--- src/pkg/spi_pkg.sv ---
// Purpose: Constants for the serial port interrupt enable and identification
// Assumes: APB with 32-bit data, one aligned word per register
// Notes: Register indices are kept; byte address is four times the index
package spi_pkg;
  localparam logic [7:0] IRQ_ENABLE_IDX = 8'h01;
  localparam logic [7:0] EVENT_IDENT_IDX = 8'h02;
  localparam logic [7:0] LINE_STATE_IDX = 8'h05;
  localparam logic [7:0] MODEM_STATE_IDX = 8'h06;
  localparam logic [7:0] DATA_PORT_IDX = 8'h00;
  localparam logic [7:0] EXT_CONTROL_IDX = 8'h08;
  localparam logic [9:0] IRQ_ENABLE_ADDR = {IRQ_ENABLE_IDX, 2'b00};
  localparam logic [9:0] EVENT_IDENT_ADDR = {EVENT_IDENT_IDX, 2'b00};
  localparam logic [9:0] LINE_STATE_ADDR = {LINE_STATE_IDX, 2'b00};
  localparam logic [9:0] MODEM_STATE_ADDR = {MODEM_STATE_IDX, 2'b00};
  localparam logic [9:0] DATA_PORT_ADDR = {DATA_PORT_IDX, 2'b00};
  localparam logic [9:0] EXT_CONTROL_ADDR = {EXT_CONTROL_IDX, 2'b00};
  localparam logic [7:0] IRQ_ENABLE_RESET = 8'h00;
  localparam logic [7:0] QUEUE_CONTROL_RESET = 8'h00;
  localparam logic [1:0] EXT_CONTROL_RESET = 2'h0;
  localparam int RX_BIT = 0;
  localparam int TX_BIT = 1;
  localparam int LINE_BIT = 2;
  localparam int MODEM_BIT = 3;
  localparam int TC_BIT = 4;
  localparam int DRAIN_BIT = 5;
  localparam int QUEUE_ON_BIT = 0;
  localparam int EXT_SEL_BIT = 0;
  localparam int CIR_SEL_BIT = 1;
  localparam logic [3:0] CODE_NONE = 4'h1;
  localparam logic [3:0] CODE_LINE = 4'h6;
  localparam logic [3:0] CODE_RX = 4'h4;
  localparam logic [3:0] CODE_TIMEOUT = 4'hC;
  localparam logic [3:0] CODE_TX = 4'h2;
  localparam logic [3:0] CODE_MODEM = 4'h0;
  localparam logic [3:0] LOW_NIBBLE_MASK = 4'hF;
endpackage : spi_pkg

--- src/hdl/spi_serial_irq.sv ---
// Purpose: Interrupt enable and event identification of a serial port
// Assumes: Event inputs come from logic on sys_clk; APB slave, zero wait
// Notes: Unmapped addresses read zero and answer with pslverr
// Overview of operation
// - Enable bit 1 allows transmit low level, code 0010
// - Enable bit 2 allows line status, code 0110
// - Enable bit 3 allows modem status, code 0000
// - Upper four enable bits reserved when not extended
// - Extended bit 0 enables receive threshold or timeout
// - Extended bit 1 enables transmit low level
// - Extended bit 4 enables DMA terminal count
// - Extended bit 5 enables transmitter fully drained
// - Consumer infrared bit 2: line status or underrun
// - Consumer infrared other bits as extended mode only with extended bit 0 also set
// - Index two reads identification, writes queue control
// - Non-extended reports single highest of four levels
// - Identification frozen during its read access
// - Bit 0 low while pending, idle reads 0001
// - Bits 2 and 1 encode highest pending level
// - Bit 3 set only for timeout with queues on
// - Bits 7 and 6 follow queue enable bit, forced set in consumer infrared
// - Line status highest, cleared by line state read
// - Receive data second, cleared by data read
// - Receive timeout second, cleared by data read
// - Transmit low third, cleared by ident read showing it as highest, or data port write
// - Modem status lowest, cleared by modem state read
// - Enable bits 4-5 writable only when extended
// - Enable register resets in non-extended layout
`timescale 1ns/1ps
module spi_serial_irq (
  input wire logic sys_clk,
  input wire logic rst_b,
  input wire logic psel,
  input wire logic penable,
  input wire logic pwrite,
  input wire logic [11:0] paddr,
  input wire logic [31:0] pwdata,
  input wire logic [3:0] pstrb,
  output logic [31:0] prdata,
  output logic pready,
  output logic pslverr,
  input wire logic line_error,
  input wire logic rx_level_high,
  input wire logic rx_timeout,
  input wire logic tx_level_low,
  input wire logic tx_underrun,
  input wire logic tx_drained,
  input wire logic terminal_count,
  input wire logic dma_on,
  input wire logic modem_change,
  output logic [7:0] queue_control_reg,
  output logic queue_control_wr,
  output logic rx_data_read,
  output logic irq
);

  logic [7:0] irq_enable_reg;
  logic [7:0] next_irq_enable_reg;
  logic [7:0] next_queue_control_reg;
  logic [1:0] extended_control_one;
  logic [1:0] next_extended_control_one;
  logic line_event;
  logic next_line_event;
  logic modem_event;
  logic next_modem_event;
  logic tx_event;
  logic next_tx_event;
  logic tc_event;
  logic next_tc_event;
  logic [7:0] ident_hold;
  logic [7:0] next_ident_hold;
  logic ident_busy;
  logic next_ident_busy;
  logic next_queue_control_wr;
  logic next_rx_data_read;
  logic tx_level_low_q;
  logic next_tx_level_low_q;
  // Word indices widened once to the decoded address width
  localparam logic [9:0] IE_IX = 10'(spi_pkg::IRQ_ENABLE_IDX);
  localparam logic [9:0] ID_IX = 10'(spi_pkg::EVENT_IDENT_IDX);
  localparam logic [9:0] LS_IX = 10'(spi_pkg::LINE_STATE_IDX);
  localparam logic [9:0] MS_IX = 10'(spi_pkg::MODEM_STATE_IDX);
  localparam logic [9:0] DP_IX = 10'(spi_pkg::DATA_PORT_IDX);
  localparam logic [9:0] XC_IX = 10'(spi_pkg::EXT_CONTROL_IDX);

  logic extended_select;
  logic cir_mode;
  logic queues_on;
  logic setup;
  logic wr_acc;
  logic rd_acc;
  logic [9:0] addr;
  logic hit;
  logic [7:0] ident_live;
  logic [3:0] code;
  logic none_pending_flag;
  logic line_pend;
  logic line_ok;

  assign addr = paddr[11:2];
  assign extended_select = extended_control_one[spi_pkg::EXT_SEL_BIT];
  assign cir_mode = extended_control_one[spi_pkg::CIR_SEL_BIT];
  // Consumer infrared runs its queues always on
  assign queues_on = queue_control_reg[spi_pkg::QUEUE_ON_BIT] | cir_mode;
  assign setup = psel & ~penable;
  assign wr_acc = psel & penable & pwrite;
  assign rd_acc = psel & penable & ~pwrite;
  assign pready = 1'b1;
  assign hit = (addr == spi_pkg::IRQ_ENABLE_ADDR[9:0] >> 2) |
               (addr == spi_pkg::EVENT_IDENT_ADDR[9:0] >> 2) |
               (addr == spi_pkg::LINE_STATE_ADDR[9:0] >> 2) |
               (addr == spi_pkg::MODEM_STATE_ADDR[9:0] >> 2) |
               (addr == spi_pkg::DATA_PORT_ADDR[9:0] >> 2) |
               (addr == spi_pkg::EXT_CONTROL_ADDR[9:0] >> 2);
  assign pslverr = psel & penable & ~hit;

  // Line source widens to underrun in consumer infrared
  assign line_pend = line_event | (cir_mode & tx_underrun);

  // Priority encoder over enabled pending sources
  always_comb begin
    code = spi_pkg::CODE_NONE;
    if (line_pend & irq_enable_reg[spi_pkg::LINE_BIT]) begin
      code = spi_pkg::CODE_LINE;
    end else if (rx_timeout & queues_on & irq_enable_reg[spi_pkg::RX_BIT]) begin
      code = spi_pkg::CODE_TIMEOUT;
    end else if (rx_level_high & irq_enable_reg[spi_pkg::RX_BIT]) begin
      code = spi_pkg::CODE_RX;
    end else if (tx_event & irq_enable_reg[spi_pkg::TX_BIT]) begin
      code = spi_pkg::CODE_TX;
    end else if (modem_event & irq_enable_reg[spi_pkg::MODEM_BIT]) begin
      code = spi_pkg::CODE_MODEM;
    end
  end

  assign none_pending_flag = code[0];
  // Only the single highest level is shown in legacy format
  assign ident_live = {{2{queues_on}}, 2'b00, code};

  // Event flags: hardware set wins over a read clear
  always_comb begin
    next_line_event = line_event;
    next_modem_event = modem_event;
    next_tx_event = tx_event;
    next_tc_event = tc_event;
    if (rd_acc & (addr == LS_IX)) begin
      next_line_event = 1'b0;
    end
    if (rd_acc & (addr == MS_IX)) begin
      next_modem_event = 1'b0;
    end
    // Ident read clears transmit only when it was displayed highest
    if (rd_acc & (addr == ID_IX) &
        (ident_hold[3:0] == spi_pkg::CODE_TX)) begin
      next_tx_event = 1'b0;
    end
    if (wr_acc & (addr == DP_IX)) begin
      next_tx_event = 1'b0;
    end
    if (rd_acc & (addr == ID_IX)) begin
      next_tc_event = 1'b0;
    end
    if (line_error) begin
      next_line_event = 1'b1;
    end
    if (modem_change) begin
      next_modem_event = 1'b1;
    end
    // Only a rising low level sets it, so a read clear sticks
    if (tx_level_low & ~tx_level_low_q & ~(wr_acc & (addr == DP_IX))) begin
      next_tx_event = 1'b1;
    end
    if (terminal_count & dma_on) begin
      next_tc_event = 1'b1;
    end
  end

  assign next_tx_level_low_q = tx_level_low;

  // Register access and identification freeze
  always_comb begin
    next_irq_enable_reg = irq_enable_reg;
    next_queue_control_reg = queue_control_reg;
    next_extended_control_one = extended_control_one;
    next_ident_hold = ident_hold;
    next_ident_busy = ident_busy;
    next_queue_control_wr = 1'b0;
    next_rx_data_read = 1'b0;
    if (wr_acc & pstrb[0]) begin
      if (addr == IE_IX) begin
        next_irq_enable_reg[3:0] = pwdata[3:0];
        if (extended_select) begin
          // Bits 7 and 6 stay reserved even when extended
          next_irq_enable_reg[5:4] = pwdata[5:4];
        end
      end
      if (addr == ID_IX) begin
        next_queue_control_reg = pwdata[7:0];
        next_queue_control_wr = 1'b1;
      end
      if (addr == XC_IX) begin
        next_extended_control_one = pwdata[1:0];
      end
    end
    if (~extended_select) begin
      next_irq_enable_reg[7:4] = 4'h0;
    end
    // Snapshot at setup, held through the access phase
    if (setup & ~pwrite & (addr == ID_IX)) begin
      next_ident_hold = ident_live;
      next_ident_busy = 1'b1;
    end else if (~psel) begin
      next_ident_busy = 1'b0;
      next_ident_hold = ident_live;
    end else if (~ident_busy) begin
      next_ident_hold = ident_live;
    end
    if (rd_acc & (addr == DP_IX)) begin
      next_rx_data_read = 1'b1;
    end
  end

  // Read data mux, combinational onto the registered hold
  always_comb begin
    prdata = 32'h00000000;
    if (psel & penable & ~pwrite) begin
      unique case (addr)
        IE_IX: prdata = {24'h000000, irq_enable_reg};
        ID_IX: prdata = {24'h000000, ident_hold};
        XC_IX: prdata = {30'h00000000, extended_control_one};
        LS_IX: prdata = {31'h00000000, line_pend};
        MS_IX: prdata = {31'h00000000, modem_event};
        default: prdata = 32'h00000000;
      endcase
    end
  end

  always_ff @(posedge sys_clk or negedge rst_b) begin
    if (!rst_b) begin
      irq_enable_reg <= spi_pkg::IRQ_ENABLE_RESET;
      queue_control_reg <= spi_pkg::QUEUE_CONTROL_RESET;
      extended_control_one <= spi_pkg::EXT_CONTROL_RESET;
      line_event <= 1'b0;
      modem_event <= 1'b0;
      tx_event <= 1'b0;
      tc_event <= 1'b0;
      tx_level_low_q <= 1'b0;
      ident_hold <= {4'h0, spi_pkg::CODE_NONE};
      ident_busy <= 1'b0;
      queue_control_wr <= 1'b0;
      rx_data_read <= 1'b0;
    end else begin
      irq_enable_reg <= next_irq_enable_reg;
      queue_control_reg <= next_queue_control_reg;
      extended_control_one <= next_extended_control_one;
      line_event <= next_line_event;
      modem_event <= next_modem_event;
      tx_event <= next_tx_event;
      tc_event <= next_tc_event;
      tx_level_low_q <= next_tx_level_low_q;
      ident_hold <= next_ident_hold;
      ident_busy <= next_ident_busy;
      queue_control_wr <= next_queue_control_wr;
      rx_data_read <= next_rx_data_read;
    end
  end

  // Extended sources join the request without an ident code
  assign line_ok = ~none_pending_flag;
  assign irq = line_ok |
               (tc_event & irq_enable_reg[spi_pkg::TC_BIT]) |
               (tx_drained & irq_enable_reg[spi_pkg::DRAIN_BIT]);

endmodule : spi_serial_irq

--- config.mk ---
export PLATFORM = sky130hd
export DESIGN_NAME = spi_serial_irq
export DESIGN_NICKNAME = d
export VERILOG_FILES = /design/src/pkg/spi_pkg.sv /design/src/hdl/spi_serial_irq.sv
export SDC_FILE = /design/constraint.sdc
export NUM_CORES = 1
export LEC_CHECK = 0
export BUFFER_PORTS_ARGS = -buffer_cell sky130_fd_sc_hd__buf_4
export CAP_MARGIN = 20
export CORE_MARGIN = 2
export CORE_UTILIZATION = 43
export DETAILED_ROUTE_END_ITERATION = 10
export PLACE_DENSITY = 0.82
export SYNTH_ARGS = -nofsm -noshare
export SYNTH_HDL_FRONTEND = slang
export SYNTH_SLANG_ARGS = --single-unit
--- constraint.sdc ---
create_clock -name sys_clk -period 2.32 [get_ports sys_clk]
set_clock_uncertainty 0.1 [all_clocks]
set_input_delay 0.464 -clock sys_clk [delete_from_list [all_inputs] [get_ports sys_clk]]
set_output_delay 0.464 -clock sys_clk [all_outputs]
set_load 0.01 [all_outputs]
-- Word level (Yosys, flattened, before mapping)
Cells that the tools add are included.
- flip-flop bits (word level): 32
- bits of input ports: 62
- output and inout port bits: 45
- logic and storage cells: 100
- equal/unequal tests: 10
- muxes and demuxes: 27
- bitwise operators: 41
- reduce and logical (&&, ||, !) cells: 9
- operators by type and width (kind ; count):
    $pmux 8 s5 ; 1
    $mux 8 ; 4
    $and 1x1->1 ; 26
    $eq 10x3->1 const B ; 2
    $mux 1 ; 15
    $mux 6 ; 2
    $eq 10x1->1 const B ; 1
    $eq 10x2->1 const B ; 1
    $eq 10x4->1 const B ; 1
    $logic_not 10->1 ; 1
    $or 1x1->1 ; 9
    $mux 4 ; 2
    $reduce_and 2->1 ; 4
    $ne 2x1->1 const B ; 3
    $not 1->1 ; 6
    $reduce_bool 2->1 ; 3
    $eq 4x2->1 const B ; 1
    $mux 2 ; 2
    $mux 3 ; 1
    $ne 3x2->1 const B ; 1
    $reduce_bool 3->1 ; 1

-- Depth between registers and ports, before layout
- word-level depth: 9
- gate-level depth with buffers: 6
- mapped depth without buffers: 4

-- Least setup slack after synthesis
OpenSTA, ideal clock, no wires.
- path kind: in2out
- start point: input paddr[7]
- end point: output prdata[0]
- arrival time: 1660 ps
- required time: 1756 ps
- setup slack: 96 ps
- stages on the path: 4
- path buffers: 0
- path through: or4_1 -> nor3_1 -> o211ai_1 -> a31oi_1
- longest elaborated chain between the ends: 3
- elaborated cells on any way between the ends: 7
- classes of those cells: eq/ne: 5; mux: 2
- RTL lines (element ; RTL line ; text):
    start: declaration ; spi_serial_irq.sv:36 ; input wire logic [11:0] paddr,
    $eq 10x3->1, or another cell as far along ; spi_serial_irq.sv:227 ; unique case (addr)
    $pmux 8 s5 (*) ; spi_serial_irq.sv:227 ;
    $mux 8 (*) ; spi_serial_irq.sv:226 ; if (psel & penable & ~pwrite) begin
    end: declaration ; spi_serial_irq.sv:39 ; output logic [31:0] prdata,
Every way passes the cells marked *; elsewhere a longest branch is shown, timed or not.

-- Worst setup path in the final report
- start point: register extended_control_one[1]
- end point: output irq
- longest elaborated chain between the ends: 8
- elaborated cells on any way between the ends: 11
- classes of those cells: mux: 2; bitwise: 9
- RTL lines (element ; RTL line ; text):
    start: declaration ; spi_serial_irq.sv:60 ; logic [1:0] extended_control_one;
    start signal: assignment ; spi_serial_irq.sv:242 ; extended_control_one <= spi_pkg::EXT_CONTROL_RESET;
    start signal: assignment ; spi_serial_irq.sv:255 ; extended_control_one <= next_extended_control_one;
    $or 1x1->1 ; spi_serial_irq.sv:104 ; assign queues_on = queue_control_reg[spi_pkg::QUEUE_ON_BIT] | cir_mode;
    $and 1x1->1 (2 in a row) ; spi_serial_irq.sv:125 ; end else if (rx_timeout & queues_on & irq_enable_reg[spi_pkg::RX_BIT]) begin
    $mux 4 ; spi_serial_irq.sv:125 ;
    $mux 4 (*) ; spi_serial_irq.sv:123 ; if (line_pend & irq_enable_reg[spi_pkg::LINE_BIT]) begin
    $not 1->1 (*) ; spi_serial_irq.sv:269 ; assign line_ok = ~none_pending_flag;
    $or 1x1->1 (*) ; spi_serial_irq.sv:270 ; assign irq = line_ok |
    $or 1x1->1 (*) ; spi_serial_irq.sv:271 ; (tc_event & irq_enable_reg[spi_pkg::TC_BIT]) |
    end: declaration ; spi_serial_irq.sv:54 ; output logic irq
Marked as above.

==> results.json <==
{
  "synth_cell_types": 43,
  "place_congestion": 0.825,
  "clk_latency_ns": 0.28,
  "num_vias": 1472,
  "drt-vias-per-instance": 5.04,
  "cpPeakStageDelay_ns": 0.44,
  "start_util": 0.459,
  "die_h_um": 67.2,
  "largest_reg_flops": 8,
  "cts-hold-fix-buffers": 0,
  "leakagePower_uw": 0.00122,
  "cp-start-kind": "flop",
  "synth_edf_count": 0,
  "grt_overflow": 0,
  "holdWs_ns": -0.00632,
  "dpl.cell_count": 278,
  "nets": 306,
  "synth_warnings": 0,
  "path_cells": "o211ai_1 -> o211ai_1 -> a221o_1 -> a221o_1 -> buf_6",
  "syn_inst": 162,
  "firstDrtPassIters": 4,
  "drc": 0,
  "grt_max_degree": 30,
  "fillers": 303,
  "ctsLongestPathBuffers": 2,
  "htreeDepth": 2,
  "cp.required_ns": 1.76,
  "dieArea_um2": 4520,
  "setup_violations": 5,
  "antenna_left": 0,
  "crit_type": "reg -> out",
  "wire_per_inst_um": 13.9,
  "min_path_type": "in -> async",
  "utilization": 0.636,
  "cts.root.buffer_cell": "clkbuf_8",
  "syn_avg_cell_area_um2": 10.6,
  "ys_seq_area_frac": 0.423,
  "rows": 22,
  "antenna_cells": 0,
  "period_minus_slack_ns": 2.41,
  "cts.sinks": 29,
  "cts_buffers": 5,
  "drt_wl_total_um": 4060,
  "layout-drive-gt1-share": 0.471,
  "place_area_um2": 2200,
  "rsz0062_at_grt": "yes",
  "worst_ep_arrival_time_ns": 1.84,
  "ys_async_sr_fraction": 1.00,
  "violations": "hold timing, setup timing",
  "cellPowerDensity_nw_per_um2": 442,
  "ios": 107,
  "synthFlopType": "dfrtp_1",
  "hold_viol_final": 13,
  "grt_pass1_wl_um": 6410,
  "fin_area_um2": 2380,
  "dp_hpwl_um": 3060,
  "io_buffers": 52,
  "end_kind": "output port",
  "area_growth_pct": 38.5,
  "reg2reg_depth": 5,
  "fmax_ghz": 0.415,
  "grt_pass1_vias": 1426,
  "synthTopCellsByArea": "dfrtp_1 (41%), buf_4 (11%), mux2_2 (9.2%), mux2_4 (2.6%), nor2_1 (2.2%)",
  "worstPathMaxFanout": 4,
  "clkSlewWorstSetupHoldPaths_ns": 0.06,
  "slowest_stage": "dfrtp_2",
  "maxCapViolCount": 0,
  "finalSetupTns_ns": -0.230,
  "synth_top_area_frac": 0.408,
  "finalMaxSlewViolations": 0,
  "cts_tree": "built",
  "peakVddDrop_mv": 0.486,
  "core_area_um2": 3740,
  "drt_iter0_markers": 85,
  "die_w_um": 67.2,
  "track_usage": 0.197,
  "fin_crit_sh": 1.04,
  "ys_ff_latch": 29,
  "outcome": "finished with violations",
  "setup_ws_ns": -0.0889,
  "yosysTopAreaCell": "dfrtp_1",
  "stdcell_count": 292,
  "syn_area_um2": 1720,
  "antenna_found_initial": 0
}
## cell usage after synthesis (all sizes together) (2+ instances only)
cell type	instances
a31oi	2
nor3b	2
nor2	10
nor3	3
nand2	8
and4	2
nand4	3
a21oi	4
buf	27
mux2i	2
dfrtp	28
conb	2
nor4b	2
a22oi	2
o211ai	3
nand3	8
a22o	2
o21ai	5
a21o	2
nor4	2
a221o	2
inv	6
and3	4
mux2	17
nor2b	2
## worst max-delay path: cells and delay by family (launching register included)
kind | cells | cell delay (ns)
AOI/OAI and AO/OA | 4 | 1.00
buffers and inverters | 1 | 0.12
DFF | 1 | 0.44
## area by class of cell
type,count,area (um^2),area share
clock buffer,7,86.3,0.0363
inverter,6,22.5,0.00946
multi-input combinational,123,878,0.369
sequential,29,728,0.306
tap,48,60.1,0.0252
timing repair buffer,79,604,0.254
## stage by stage
step / total power [uW] / setup WS (ns)
floorplan: 586 / 0.0956
global route: 1100 / -0.189
CTS: 1060 / -0.146
detailed placement: 643 / -0.284
finish: 1050 / -0.0889
global placement: 641 / -0.261
## metal layers
metal  global-route usage  wire, um
met5                    0         0
met4               0.0689        57
met3               0.0500       278
met2                0.347      2050
met1                0.234      1680
## worst paths after layout
check / start / endpoint / slack, ns
hold / removal: rst_b / queue_control_reg[4] / -0.006
min in group sys_clk: tx_level_low / tx_level_low_q / 0.21
setup / recovery: extended_control_one[1] / irq / -0.09
max in group asynchronous: rst_b / ident_hold[0] / 1.81
hold reg to reg: line_event / line_event / 0.40
setup reg to reg: extended_control_one[1] / ident_hold[0] / 0.73
## power by group
| part | internal (uW) | switching, uW | total [uW] |
|---|---|---|---|
| combinational | 60.3 | 69.6 | 130 |
| clock | 234 | 178 | 413 |
| sequential | 508 | 1.23 | 509 |
## cells in the final DEF, fill, tap and decap left out, types with 5 or more instances in the layout
master / instances
nor2_1: 10
clkbuf_8: 6
nand3_1: 7
buf_4: 76
mux2_2: 14
o21ai_0: 5
nand2_1: 7
dfrtp_1: 27
conb_1: 25
inv_1: 6
## repair_timing
action	in CTS	in global routing
buffers inserted	6	1
pin swaps	6	6
gates resized for setup	8	2
gates cloned	0	0
endpoints found under the setup margin	8	8
## kinds of logic after synthesis
group           count (synthesis)  share of synthesized area
simple gates                   52                      0.192
buf+inv                        33                      0.130
flops                          29                      0.423
compound gates                 27                      0.121
mux                            19                      0.130
other cells                     2                    0.00437
(Power assumes the default switching activity.)
